**config.mk**
```make
export PLATFORM = sky130hd
export DESIGN_NAME = bcd_bank_c_ctrl
export DESIGN_NICKNAME = d
export VERILOG_FILES = /design/src/logic/bcd_pkg.sv /design/src/logic/bcd_bank_c_ctrl.sv
export SDC_FILE = /design/constraint.sdc
export NUM_CORES = 1
export LEC_CHECK = 0
export BUFFER_PORTS_ARGS = -buffer_cell sky130_fd_sc_hd__buf_2
export CAP_MARGIN = 10
export CORE_MARGIN = 3
export CORE_UTILIZATION = 34
export CTS_BUF_LIST = sky130_fd_sc_hd__clkbuf_8
export CTS_CLUSTER_DIAMETER = 100
export DETAILED_ROUTE_END_ITERATION = 16
export GPL_ROUTABILITY_DRIVEN = 0
export GPL_TIMING_DRIVEN = 0
export PLACE_DENSITY_LB_ADDON = 0.15
export SLEW_MARGIN = 20
export SYNTH_ARGS = -nofsm -noshare
export SYNTH_HDL_FRONTEND = slang
export SYNTH_SLANG_ARGS = --single-unit
```
**constraint.sdc**
```tcl
create_clock -name ref_clk_i -period 7.8 [get_ports ref_clk_i]
set_input_delay 0.78 -clock ref_clk_i [delete_from_list [all_inputs] [get_ports ref_clk_i]]
set_output_delay 0.78 -clock ref_clk_i [all_outputs]
set_load 0.1 [all_outputs]
```
**src/logic/bcd_pkg.sv**
```systemverilog
// Constants for the bank C divider control block
package bcd_pkg;
    // ==========================================================
    // Register map (byte addresses of the bank C block)
    localparam logic [7:0] BCD_ADDR_DIV    = 8'h20;
    localparam logic [7:0] BCD_ADDR_CTRL   = 8'h22;
    localparam logic [7:0] BCD_ADDR_OPD0   = 8'h24;
    localparam logic [7:0] BCD_ADDR_OPD1   = 8'h25;
    // ==========================================================
    // Field positions
    localparam int BCD_CTRL_PD_BIT  = 7;
    localparam int BCD_CTRL_SRC_BIT = 0;
    localparam int BCD_OPD_BIT      = 7;
    // ==========================================================
    // Reset values
    localparam logic [5:0] BCD_DIV_RESET   = 6'h0D;
    localparam logic [7:0] BCD_RATIO_RESET = 8'h10;
    localparam logic       BCD_PD_RESET    = 1'b0;
    localparam logic       BCD_SRC_RESET   = 1'b0;
    localparam logic       BCD_OPD_RESET   = 1'b0;
    // ==========================================================
    // Select pin decode: pin values 0..2 pick a ratio code, 3 powers the bank down
    localparam logic [5:0] BCD_PIN_CODE0 = 6'h0D;
    localparam logic [5:0] BCD_PIN_CODE1 = 6'h09;
    localparam logic [5:0] BCD_PIN_CODE2 = 6'h07;
    localparam logic [1:0] BCD_PIN_PD    = 2'h3;
    localparam int         BCD_OUTS      = 2;
endpackage : bcd_pkg

```
**src/logic/bcd_bank_c_ctrl.sv**
```systemverilog
// Bank C output divider, power-down and configuration source control
`timescale 1ns/1ps
module bcd_bank_c_ctrl
    import bcd_pkg::*;
(
    input  wire logic       ref_clk_i,
    input  wire logic       reset_i,
    input  wire logic [1:0] bank_c_select_i,
    input  wire logic       init_clk_i,
    input  wire logic [7:0] reg_addr_i,
    input  wire logic [7:0] reg_wdata_i,
    input  wire logic       reg_wr_i,
    input  wire logic       reg_rd_i,
    output logic      [7:0] reg_rdata_o,
    output logic      [1:0] bank_c_output_o,
    output logic      [1:0] bank_c_output_run_o,
    output logic      [7:0] bank_c_ratio_o
);

    // ==========================================================
    // Ratio decode
    // Reserved codes give zero, which the init logic reads as keep the old ratio
    function automatic logic [7:0] bcd_ratio(input logic [5:0] code);
        logic [7:0] r;
        r = 8'h00;
        case (code)
            6'h02: r = 8'd2;
            6'h03: r = 8'd3;
            6'h04: r = 8'd4;
            6'h05: r = 8'd5;
            6'h06: r = 8'd6;
            6'h07: r = 8'd8;
            6'h08: r = 8'd9;
            6'h09: r = 8'd10;
            6'h0A: r = 8'd12;
            6'h0B: r = 8'd14;
            6'h0C: r = 8'd15;
            6'h0D: r = 8'd16;
            6'h0E: r = 8'd18;
            6'h0F: r = 8'd20;
            6'h10: r = 8'd21;
            6'h11: r = 8'd22;
            6'h12: r = 8'd24;
            6'h13: r = 8'd25;
            6'h14: r = 8'd27;
            6'h15: r = 8'd28;
            6'h16: r = 8'd30;
            6'h17: r = 8'd32;
            6'h18: r = 8'd33;
            6'h19: r = 8'd35;
            6'h1A: r = 8'd36;
            6'h1B: r = 8'd40;
            6'h1C: r = 8'd42;
            6'h1D: r = 8'd44;
            6'h1E: r = 8'd45;
            6'h1F: r = 8'd48;
            6'h20: r = 8'd50;
            6'h21: r = 8'd54;
            6'h22: r = 8'd55;
            6'h23: r = 8'd56;
            6'h24: r = 8'd60;
            6'h25: r = 8'd64;
            6'h26: r = 8'd66;
            6'h27: r = 8'd70;
            6'h28: r = 8'd72;
            6'h29: r = 8'd80;
            6'h2A: r = 8'd84;
            6'h2B: r = 8'd88;
            6'h2C: r = 8'd90;
            6'h2D: r = 8'd96;
            6'h2E: r = 8'd100;
            6'h2F: r = 8'd108;
            6'h30: r = 8'd110;
            6'h31: r = 8'd112;
            6'h32: r = 8'd120;
            6'h33: r = 8'd128;
            6'h34: r = 8'd132;
            6'h35: r = 8'd140;
            6'h36: r = 8'd144;
            6'h37: r = 8'd160;
            6'h38: r = 8'd176;
            6'h39: r = 8'd180;
            6'h3A: r = 8'd200;
            6'h3B: r = 8'd220;
            default: r = 8'h00;
        endcase
        return r;
    endfunction : bcd_ratio

    // ==========================================================
    // State
    typedef struct packed {
        logic [5:0] div_code;
        logic       bank_pd;
        logic       src;
        logic [1:0] out_pd;
        logic [7:0] ratio;
        logic [7:0] cnt;
        logic       init_prev;
        logic [1:0] outs;
        logic [1:0] run;
        logic [7:0] rdata;
    } bcd_state_type;

    bcd_state_type state;
    bcd_state_type next_state;

    // ==========================================================
    // Effective settings
    logic [5:0] eff_code;
    logic       eff_pd;
    logic [7:0] eff_ratio;
    logic [7:0] next_cnt;
    logic       phase;

    // ==========================================================
    // Next-state logic
    always_comb begin
        next_state = state;
        // Pins or registers steer the bank
        if (state.src) begin
            eff_code = state.div_code;
            eff_pd   = state.bank_pd;
        end else begin
            // Pin value 3 stops the bank and takes the pin 0 ratio code, which an init toggle still loads
            case (bank_c_select_i)
                2'h0:    eff_code = BCD_PIN_CODE0;
                2'h1:    eff_code = BCD_PIN_CODE1;
                2'h2:    eff_code = BCD_PIN_CODE2;
                default: eff_code = BCD_PIN_CODE0;
            endcase
            eff_pd = (bank_c_select_i == BCD_PIN_PD);
        end
        eff_ratio = bcd_ratio(eff_code);

        // Register writes; reserved bits are dropped
        // Writes to unknown addresses fall through and change nothing
        if (reg_wr_i) begin
            case (reg_addr_i)
                BCD_ADDR_DIV: next_state.div_code = reg_wdata_i[5:0];
                BCD_ADDR_CTRL: begin
                    next_state.bank_pd = reg_wdata_i[BCD_CTRL_PD_BIT];
                    next_state.src     = reg_wdata_i[BCD_CTRL_SRC_BIT];
                end
                BCD_ADDR_OPD0: next_state.out_pd[0] = reg_wdata_i[BCD_OPD_BIT];
                BCD_ADDR_OPD1: next_state.out_pd[1] = reg_wdata_i[BCD_OPD_BIT];
                default: ;
            endcase
        end

        // Reserved bits read as zero
        // Read data holds until the next read strobe
        if (reg_rd_i) begin
            case (reg_addr_i)
                BCD_ADDR_DIV:  next_state.rdata = {2'h0, state.div_code};
                BCD_ADDR_CTRL: next_state.rdata = {state.bank_pd, 6'h00, state.src};
                BCD_ADDR_OPD0: next_state.rdata = {state.out_pd[0], 7'h00};
                BCD_ADDR_OPD1: next_state.rdata = {state.out_pd[1], 7'h00};
                default:       next_state.rdata = 8'h00;
            endcase
        end

        // Ratio only moves on an init toggle; reserved codes keep the old ratio
        next_state.init_prev = init_clk_i;
        if ((init_clk_i != state.init_prev) && (eff_ratio != 8'h00)) begin
            next_state.ratio = eff_ratio;
        end

        // Counter parks at zero while the bank is down, so it restarts in phase
        // Divider: high for the first half of each period, odd ratios run short high
        if (eff_pd || (state.cnt >= state.ratio - 8'h01)) begin
            next_cnt = 8'h00;
        end else begin
            next_cnt = state.cnt + 8'h01;
        end
        phase          = next_cnt < {1'b0, state.ratio[7:1]};
        next_state.cnt = next_cnt;

        for (int i = 0; i < BCD_OUTS; i++) begin
            next_state.run[i]  = !eff_pd && !state.out_pd[i];
            next_state.outs[i] = next_state.run[i] && phase;
        end
    end

    // ==========================================================
    // State register
    // Synchronous reset; configuration and ratio reset values come from the package, all other fields clear to zero
    always_ff @(posedge ref_clk_i) begin
        if (reset_i) begin
            state           <= '0;
            state.div_code  <= BCD_DIV_RESET;
            state.bank_pd   <= BCD_PD_RESET;
            state.src       <= BCD_SRC_RESET;
            state.out_pd    <= {BCD_OPD_RESET, BCD_OPD_RESET};
            state.ratio     <= BCD_RATIO_RESET;
            state.init_prev <= 1'b0;
        end else begin
            state <= next_state;
        end
    end

    // ==========================================================
    // Outputs, all straight from the state register
    assign reg_rdata_o         = state.rdata;
    assign bank_c_output_o     = state.outs;
    assign bank_c_output_run_o = state.run;
    assign bank_c_ratio_o      = state.ratio;

endmodule : bcd_bank_c_ctrl

```
==> run_results.csv, run 1 <==
group,metric,value,unit
hold_path,hold_end,"bank_c_output_run_o[0]",
clock_network,clockRootBuffer,"clkbuf_8",
floorplanning,die_h,101,µm
clock_network,cts_setup_buffers,0,
final_layout,layout_commonest_cell,"buf_2",
synthesis,synth_top_flop_cell,"dfxtp_1",
final_layout,nets,480,
hold_path,hold_start,"state[29]",
timing,finalCritPeriodShare,0.523,
clock_network,clock_path_buffers,2,
synthesis,synthesis.nets,434,
worst_setup_path,r2r-end,"bank_c_output_o[1]",
global_routing,grt_use_total,0.165,
clock_network,cts.sinks,38,
clock_network,h-tree-depth,2,
detailed_routing,drc,0,
detailed_routing,via_count,2941,
floorplanning,initial_core_util,0.361,
final_layout,drive_above_1_share,0.209,
worst_setup_path,endpoint_kind,"flop",
detailed_routing,wl_per_cell,15.1,µm
global_routing,antenna_found_initial,0,
floorplanning,die_x,101,µm
status,status,"finished, final reports clean",
worst_setup_path,cp-start-kind,"flop",
detailed_routing,via_per_inst,5.45,
clock_network,cts_resized,0,
timing,setup_viol,0,
timing,fin_skew,4.57,ps
worst_setup_path,path_class,"flop to flop",
synthesis,ys_types,71,
timing,fin_crit,4080,ps
final_layout,stdcell_count,540,
detailed_routing,final_antenna_net_count,0,
global_routing,grt_pass1_vias,2714,
final_layout,area_delta_synth_final,13.8,%
timing,hold_slack,456,ps
clock_network,path_clk_slew,80,ps
global_routing,grt_max_degree,13,
final_layout,fin_util,0.410,
synthesis,ys_seq_area_frac,0.249,
placed_design,port-buffer-count,39,
floorplanning,io_pins,43,
synthesis,synth_area,3050,µm²
detailed_routing,first_pass_iters,5,
floorplanning,core.rowCount,33,
hold_path,min_path_type,"flop to flop",
run,cap_violations,0,
placed_design,placedCellCount,532,
global_routing,use_met1,0.242,
timing,finalSetupTns,0,ps
clock_network,cts_tree,"built",
synthesis,async_flop_share,0,
synthesis,synth.top_cell.area_share,0.249,
pwr,fin_total_pwr,482,µW
worst_setup_path,worstReg2RegStart,"bank_c_ratio_o[0]",
hold_path,hold_depth,1,
floorplanning,core,8460,µm²
timing,final-max-slew-violation-count,0,
global_routing,gr-total-overflow,0,
global_routing,grt_pass1_wl,13500,µm
worst_setup_path,crit_arrival,4310,ps
global_routing,top_usage_layer,"met1",
worst_setup_path,cp.required,8030,ps
timing,hold_violations,0,
worst_setup_path,rrSetupSlack,3720,ps
detailed_routing,drt_iter0_markers,290,
synthesis,synth_warnings,0,
synthesis,synth_edf_count,0,
global_routing,grtUsageMet2,0.239,
clock_network,numCtsBuffers,5,
synthesis,synth_top_area_cell,"dfxtp_1",
synthesis,ys_seq_elements,38,
final_layout,final_cell_mix,"buf_2 (44), nor2_1 (41), dfxtp_1 (38), a21oi_1 (24), ha_1 (23)",
pwr,p_leak,1.49,nW
clock_network,cts_hold_buf,0,
synthesis,avgSynthCellArea,7.87,µm²
placed_design,dp_hpwl,6270,µm
detailed_routing,wirelength,8140,µm
worst_setup_path,worst_r2r_path_depth,16,
timing,fmax,245,MHz
timing,slew_headroom,0.540,
worst_setup_path,critPathMaxFanout,10,
clock_network,clk_latency,290,ps
global_routing,met3_usage,0.0284,
timing,rsz0062_at_grt,"no",
synthesis,synth_area_leaders,"dfxtp_1 (25%), ha_1 (9.4%), buf_4 (5.2%), nor2_1 (5.0%), a21oi_1 (3.9%)",
pwr,ir_drop,0.0564,mV
timing,worst_pin_slew,672,ps
synthesis,synthCells,388,
final_layout,antenna_cells,0,
pwr,power_density,139,nW/µm²
floorplanning,die_area,10100,µm²
==> sequential cells by signal, indices dropped and copies added (netlist names) <==
| name | cells |
|---|---|
| state | 19 |
| bank_c_ratio_o | 8 |
| bank_c_output_o | 2 |
| reg_rdata_o | 7 |
| bank_c_output_run_o | 2 |
==> cell usage after synthesis, types with 6 or more instances <==
master     n
xor2_1     6
clkbuf_1   8
inv_1     18
nor2_1    41
dfxtp_1   38
buf_4     21
ha_1      23
o32ai_1    6
nand2_1   21
nand2b_1   8
a21oi_1   24
o21ai_0   15
nor2b_1   14
nand3_1   17
xnor2_1    8
nor3_1    17
mux2i_1   10
==> layer usage <==
layer / share of wire / vias to the layer above
met5: 0 / -
met2: 0.43 / 118
met4: 0.017 / 0
met3: 0.071 / 14
li1: - / 1478
met1: 0.49 / 1331
==> final cells by class <==
| cell class | instances | area, µm² |
|---|---|---|
| Timing Repair Buffer | 39 | 195 |
| Multi-Input combinational cell | 294 | 1990 |
| Sequential cell | 38 | 761 |
| Buffer | 37 | 231 |
| Clock inverter | 2 | 12.5 |
| Tap cell | 105 | 131 |
| Inverter | 19 | 71.3 |
| Clock buffer | 6 | 82.6 |
| Fill cell | 856 | 4990 |
==> logic make-up (layout without fill, tap and decap cells) <==
group	count (synthesis)	in the layout	share of synthesized area
simple gates	154	154	0.273
compound gates	91	91	0.206
buf+inv	56	103	0.0992
flops	38	38	0.249
fa+ha+maj	23	23	0.0943
xor+xnor	14	14	0.0402
mux	11	11	0.0365
other cells	1	1	0.00123
==> power breakdown <==
part	internal (mW)	leakage, nW	switching (mW)
clock network	0.0712	0.0472	0.0764
registers	0.200	0.309	0.00624
logic	0.0434	1.13	0.0853
total	0.315	1.49	0.168
==> worst max path at each step <==
stage,startpoint,to,slack (ps),cells after the start
detailed placement,bank_c_ratio_o[0],bank_c_output_o[1],3830,16
global placement,bank_c_ratio_o[1],bank_c_output_o[1],3810,16
floorplan,bank_c_ratio_o[0],bank_c_output_o[0],4520,18
finish,bank_c_ratio_o[0],bank_c_output_o[1],3720,16
global route,bank_c_ratio_o[1],bank_c_output_o[1],3280,17
CTS,bank_c_ratio_o[0],bank_c_output_o[1],3770,16
==> worst max-delay path, cell delays in order, from the launching register on <==
cell and delay (ps):
dfxtp_1 340, nor3_1 330, nand2_1 140, nor4_1 280, xnor2_1 130, ha_1 200
nor4b_1 300, o21ai_0 200, and2_0 290, buf_2 230, nor2_1 130, ha_1 250
a2111oi_0 560, nor2_1 80, a211oi_1 380, nand2_1 90, nor2_1 100
==> through the flow <==
step           area (µm²)  worst slack (ps)
3_3_place_gp         3380              3810
3_5_place_dp         3380              3830
2_1_floorplan        3050              4520
4_1_cts              3470              3770
6_report             3470              3720
5_1_grt              3470              3280
No activity file was read; power rests on OpenSTA's default activity.
==> run 2: changes to the inputs <==
--- a/config.mk
+++ b/config.mk
@@ -5,6 +5,7 @@
 export SDC_FILE = /design/constraint.sdc
 export NUM_CORES = 1
 export LEC_CHECK = 0
+export ABC_AREA = 1
 export BUFFER_PORTS_ARGS = -buffer_cell sky130_fd_sc_hd__buf_2
 export CAP_MARGIN = 10
 export CORE_MARGIN = 3
==> constraint.sdc (replaced) <==
create_clock -name ref_clk_i -period 3.6 [get_ports ref_clk_i]
set_input_delay 0.36 -clock ref_clk_i [delete_from_list [all_inputs] [get_ports ref_clk_i]]
set_output_delay 0.36 -clock ref_clk_i [all_outputs]
set_load 0.1 [all_outputs]
==> run 2 against run 1 <==
  * Clock skew rose by 2.6 ps
  * Register-to-register slack got worse by 3200 ps
  * Design area rose by 0.79%
  * Sequential share of layout area fell by 0.17 points
  * Utilization rose by 0.33 points
  * Critical endpoint is now bank_c_output_o[0]
  * Largest cell class unchanged
  * Largest power group unchanged
  * Highest routed layer unchanged
==> run_results.csv, run 2 <==
group,metric,value,unit
synthesis,synthMuxAreaShare,0,
synthesis,ys_types,37,
synthesis,synth_top_flop_cell,"dfxtp_1",
worst_setup_path,slowest_stage,"dfxtp_1",
worst_setup_path,critPathMaxStageDelay,340,ps
timing,worst_pin_slew,626,ps
synthesis,synth_top_family_by_area,"simple AND/OR/NAND/NOR gates",
timing,fin_skew,7.18,ps
timing,final-max-slew-violation-count,0,
final_layout,final_cell_mix,"nand2_1 (118), inv_1 (60), nand3_1 (49), nor2_1 (42)",
clock_network,clockRootBuffer,"clkbuf_8",
global_routing,antenna_found_initial,0,
worst_setup_path,critPathMaxFanout,14,
clock_network,h-tree-depth,2,
hold_path,min_path_type,"input pin to flop",
pwr,p_leak,1.87,nW
global_routing,grt_use_total,0.163,
global_routing,gr-total-overflow,0,
placed_design,dp_hpwl,6250,µm
placed_design,place_area,3370,µm²
synthesis,synth_edf_count,0,
synthesis,ys_seq_elements,38,
final_layout,top_register,"state",
final_layout,fin_area,3500,µm²
timing,fin_crit,3120,ps
synthesis,synth_top_area_cell,"dfxtp_1",
synthesis,synth_common_cells,"nand2_1 (118), inv_1 (60), nand3_1 (49)",
synthesis,synthXorXnorAreaFrac,0.0316,
timing,hold_violations,0,
final_layout,largest_register_ffs,19,
worst_setup_path,path_class,"flop to flop",
placed_design,port-buffer-count,38,
floorplanning,core,8460,µm²
timing,setup_viol,0,
synthesis,synthesis.nets,517,
floorplanning,die_area,10100,µm²
timing,slew_headroom,0.581,
detailed_routing,first_pass_iters,4,
synthesis,synth.top_cell.area_share,0.249,
worst_setup_path,cp-start-kind,"flop",
pwr,power_density,341,nW/µm²
synthesis,synthCells,471,
clock_network,cts_setup_buffers,0,
detailed_routing,wirelength,7700,µm
clock_network,cts_hold_buf,0,
timing,finalCritPeriodShare,0.867,
clock_network,cts_tree,"built",
floorplanning,core.rowCount,33,
floorplanning,initial_core_util,0.361,
worst_setup_path,cp.required,3830,ps
final_layout,antenna_cells,0,
pwr,ir_drop,0.193,mV
worst_setup_path,cp_num_buf_inv,3,
global_routing,grt_pass1_vias,2852,
clock_network,numCtsBuffers,5,
final_layout,nets,564,
clock_network,cts.sinks,38,
worst_setup_path,worstPathCellList,"inv_1 > ha_1 > nand3_1 > nor3_1 > xor2_1 > inv_1 > ha_1 > nand2_1 > nor2_1 > nand4_1 > nand4_1 > buf_4 > nor2_1 > ha_1 > a21o_1 > a211oi_1 > nand2_1 > nor2_1",
synthesis,yosys.cell_count.top_type,"nand2_1",
worst_setup_path,endpoint_kind,"flop",
timing,fmax,320,MHz
detailed_routing,drt_iter0_markers,159,
synthesis,synth_area,3050,µm²
floorplanning,die_x,101,µm
detailed_routing,via_per_inst,4.76,
timing,finalSetupTns,0,ps
synthesis,synthAdderAreaFrac,0.0943,
timing,rsz0062_at_grt,"no",
floorplanning,die_h,101,µm
synthesis,ys_seq_area_frac,0.249,
detailed_routing,via_count,2968,
final_layout,area_delta_synth_final,14.7,%
detailed_routing,final_antenna_net_count,0,
global_routing,grt_pass1_wl,13400,µm
synthesis,yosys.area_share.simple,0.383,
detailed_routing,drc,0,
floorplanning,io_pins,43,
run,cap_violations,0,
clock_network,clk_latency,290,ps
global_routing,grt_max_degree,13,
clock_network,path_clk_slew,80,ps
synthesis,synth_compound_area_frac,0.0800,
status,status,"finished, final reports clean",
final_layout,drive_above_1_share,0.189,
synthesis,synth_warnings,0,
synthesis,async_flop_share,0,
worst_setup_path,crit_arrival,3350,ps
synthesis,synth_area_leaders,"dfxtp_1 (25%), nand2_1 (15%), ha_1 (9.4%), nand3_1 (8.0%), inv_1 (7.4%)",
synthesis,avgSynthCellArea,6.48,µm²
worst_setup_path,cpLargestDelayFamily,"simple AND/OR/NAND/NOR gates",
clock_network,cts_resized,0,
detailed_routing,wl_per_cell,12.3,µm
final_layout,layout_commonest_cell,"nand2_1",
clock_network,clock_path_buffers,2,
==> run 2: final timing paths <==
check,startpoint,endpoint,slack (ps),depth (start not counted)
max,bank_c_ratio_o[0],bank_c_output_o[0],480,18
min reg2reg,reg_rdata_o[1],reg_rdata_o[1],470,2
max reg2reg,bank_c_ratio_o[0],bank_c_output_o[0],480,18
min,reg_wdata_i[0],state[33],300,3
==> run 2: cell type report <==
cell class	count	area, µm²
Buffer	31	238
Tap cell	105	131
Multi-Input combinational cell	336	1800
Inverter	65	249
Timing Repair Buffer	41	213
Fill cell	910	4960
Clock inverter	3	40.0
Sequential cell	38	761
Clock buffer	5	68.8
==> run 2: cells by family (layout without fill, tap and decap cells) <==
group	count (synthesis)	in the layout
buffers and inverters	97	145
AND/OR/NAND/NOR	256	256
flip-flops	38	38
adder cells (fa/ha/maj)	23	23
AO/OA/AOI/OAI	45	45
XOR/XNOR	11	11
other	1	1
==> run 2: where the power goes <==
part           internal [mW]  switching [mW]
registers              0.437          0.0172
logic                  0.118           0.263
clock network          0.204           0.153
total                  0.760           0.433
==> run 2: routing by layer <==
layer  global-route usage  part of all wire  routed length (µm)  vias up
met5                    0                 0                   0        -
met4               0.0311            0.0088                  68        0
met3               0.0353             0.074                 566        6
met2                0.234              0.40                3050       93
met1                0.249              0.52                4010     1287
li1                     -                 -                   -     1582
==> run 2: worst register-to-register path, stage by stage (launching register included) <==
cell	delay, ps
dfxtp_1	340
inv_1	130
ha_1	210
nand3_1	130
nor3_1	200
xor2_1	160
inv_1	50
ha_1	260
nand2_1	60
nor2_1	190
nand4_1	120
nand4_1	110
buf_4	190
nor2_1	70
ha_1	280
a21o_1	180
a211oi_1	220
nand2_1	90
nor2_1	90
==> run 2: per-stage QoR <==
stage,util,setup WS (ps),hold WS [ps],total power [mW],std cells
floorplan,-,606,419,0.766,471
global placement,0.399,47.1,454,0.838,614
detailed placement,0.399,51.6,458,0.843,614
CTS,0.411,39.2,295,1.20,622
global route,0.414,91.0,301,1.27,624
finish,0.414,477,298,1.19,624
==> run 3: changes to the inputs <==
--- a/config.mk
+++ b/config.mk
@@ -15,7 +15,7 @@
 export DETAILED_ROUTE_END_ITERATION = 16
 export GPL_ROUTABILITY_DRIVEN = 0
 export GPL_TIMING_DRIVEN = 0
-export PLACE_DENSITY_LB_ADDON = 0.15
+export PLACE_DENSITY = 0.61
 export SLEW_MARGIN = 20
 export SYNTH_ARGS = -nofsm -noshare
 export SYNTH_HDL_FRONTEND = slang
==> run 3 against run 2 <==
  * Sequential share of layout area grew 0.070 points
  * Critical path type unchanged
  * Die area is the same
  * Hold slack lost 7.8 ps
  * Critical path depth is the same
  * Non-clock buffer count shrank 1
  * Routed wire length shrank 4.5%
  * Sequential cell count is the same
  * Highest routed layer unchanged
  * Count of clock-buffer cells in the layout grew 1
  * Combinational power is essentially flat
  * Utilization shrank 0.13 points
  * Fmax shrank 3.9%
  * Power shrank 4.1%
==> run_results.csv, run 3 (synthesis gave the netlist of run 2 again) <==
group,metric,value,unit
detailed_routing,first_pass_iters,4,
timing,setup_viol,0,
floorplanning,initial_core_util,0.361,
final_layout,layout_commonest_cell,"nand2_1",
clock_network,cts_tree,"built",
worst_setup_path,crit_arrival,3480,ps
final_layout,seq_area,761,µm²
final_layout,largest_register_ffs,19,
timing,setup_slack,350,ps
placed_design,placedCellCount,614,
clock_network,clock_path_buffers,2,
worst_setup_path,cp-start-kind,"flop",
final_layout,nets,563,
detailed_routing,via_per_inst,4.79,
detailed_routing,drt_iter0_markers,109,
final_layout,stdcell_count,623,
placed_design,port-buffer-count,38,
timing,hold_violations,0,
final_layout,fin_util,0.412,
worst_setup_path,path_class,"flop to flop",
placed_design,dp_hpwl,5950,µm
detailed_routing,drc,0,
global_routing,grt_use_total,0.148,
timing,fin_skew,5.72,ps
worst_setup_path,endpoint_kind,"flop",
clock_network,cts.sinks,38,
clock_network,h-tree-depth,2,
status,status,"finished, final reports clean",
hold_path,hold_depth,3,
floorplanning,io_pins,43,
global_routing,top_usage_layer,"met2",
placed_design,place_ws,116,ps
pwr,ir_drop,0.162,mV
worst_setup_path,critPathMaxStageDelay,340,ps
floorplanning,die_area,10100,µm²
floorplanning,die_x,101,µm
worst_setup_path,critPathMaxFanout,10,
worst_setup_path,worst_r2r_path_depth,18,
detailed_routing,final_antenna_net_count,0,
global_routing,use_met1,0.211,
floorplanning,core.rowCount,33,
timing,finalSetupTns,0,ps
worst_setup_path,rrSetupSlack,350,ps
timing,final-max-slew-violation-count,0,
final_layout,antenna_cells,0,
global_routing,grtUsageMet2,0.236,
timing,finalCritPeriodShare,0.903,
worst_setup_path,worstPathCellList,"inv_1 > ha_1 > nand3_1 > nor3_2 > xor2_1 > inv_1 > ha_1 > nand2_1 > inv_1 > a21boi_0 > nand4_1 > buf_4 > nor2_1 > ha_1 > a21o_1 > a211oi_2 > nand2_1 > nor2_1",
worst_setup_path,slowest_stage,"dfxtp_1",
hold_path,min_path_type,"input pin to flop",
worst_setup_path,worstReg2RegStart,"bank_c_ratio_o[0]",
detailed_routing,via_count,2983,
global_routing,antenna_found_initial,0,
floorplanning,die_h,101,µm
final_layout,multiInputGateArea,1810,µm²
timing,worst_pin_slew,552,ps
worst_setup_path,cp.required,3830,ps
clock_network,path_clk_slew,80,ps
final_layout,top_register,"state",
global_routing,grt_pass1_vias,2744,
timing,hold_slack,291,ps
clock_network,numCtsBuffers,5,
clock_network,cts_hold_buf,0,
detailed_routing,wl_per_cell,11.8,µm
final_layout,nFillCells,931,
pwr,power_density,328,nW/µm²
final_layout,area_delta_synth_final,14.4,%
pwr,p_leak,1.85,nW
clock_network,clk_latency,290,ps
detailed_routing,wirelength,7350,µm
timing,fmax,308,MHz
timing,rsz0062_at_grt,"no",
timing,fin_crit,3250,ps
timing,slew_headroom,0.631,
run,cap_violations,0,
final_layout,drive_above_1_share,0.191,
global_routing,grt_pass1_wl,12300,µm
hold_path,hold_start,"reg_wdata_i[2]",
worst_setup_path,cp-startpoint,"bank_c_ratio_o[0]",
floorplanning,core,8460,µm²
global_routing,gr-total-overflow,0,
global_routing,grt_max_degree,13,
clock_network,clockRootBuffer,"clkbuf_8",
final_layout,final_cell_mix,"nand2_1 (118), inv_1 (60), nand3_1 (49), nor2_1 (42)",
global_routing,met3_usage,0.0228,
-- run 3: cell types whose count changed in the layout (fill, tap and decap cells not counted) --
cell	delta
clkinv_2	-1
nor3_2	+1
nor3_1	-1
clkinvlp_4	+1
clkbuf_8	+1
bufinv_16	-1
a211oi_1	-1
a211oi_2	+1
buf_4	-1
-- run 3: per-layer routing --
layer  part of all wire  vias to the layer above
met1               0.48                     1328
met4             0.0071                        0
met2               0.46                       68
met5                  0                        -
li1                   -                     1579
met3              0.050                        8
-- run 3: final cells by class --
class / instances / area share
multi-input combinational: 336 / 0.519
sequential: 38 / 0.218
inverter: 65 / 0.0714
buffer: 32 / 0.0703
timing repair buffer: 39 / 0.0567
tap: 105 / 0.0376
clock buffer: 6 / 0.0237
clock inverter: 2 / 0.00359
-- run 3: critical path, delay by kind of cell (launching register included) --
kind	cells	cell delay, ps
AOI/OAI and AO/OA	3	590
xor gates and xnor gates	1	170
and+or+nand+nor	7	890
adders and majority gates	3	720
buffers and inverters	4	480
DFF	1	340
-- run 3: path summary, 6_finish.rpt --
check | end
min | state[35]
max | bank_c_output_o[0]
min reg2reg | bank_c_output_run_o[1]
max reg2reg | bank_c_output_o[0]
-- run 3: stage by stage --
step	power (mW)	cell area [µm²]
2_1_floorplan	0.766	3050
3_3_place_gp	0.834	3370
3_5_place_dp	0.840	3370
4_1_cts	1.15	3470
5_1_grt	1.22	3490
6_report	1.14	3490
-- run 3: timing repair --
| action | CTS | global route |
|---|---|---|
| setup buffers | 0 | 1 |
| resized for setup | 0 | 7 |
| endpoints found under the setup margin | 0 | 2 |
-- run 3: power breakdown --
group | total, mW | internal, mW | leakage (nW) | switching (mW)
clock network | 0.311 | 0.154 | 0.0472 | 0.157
registers | 0.455 | 0.437 | 0.310 | 0.0173
logic | 0.378 | 0.118 | 1.50 | 0.261
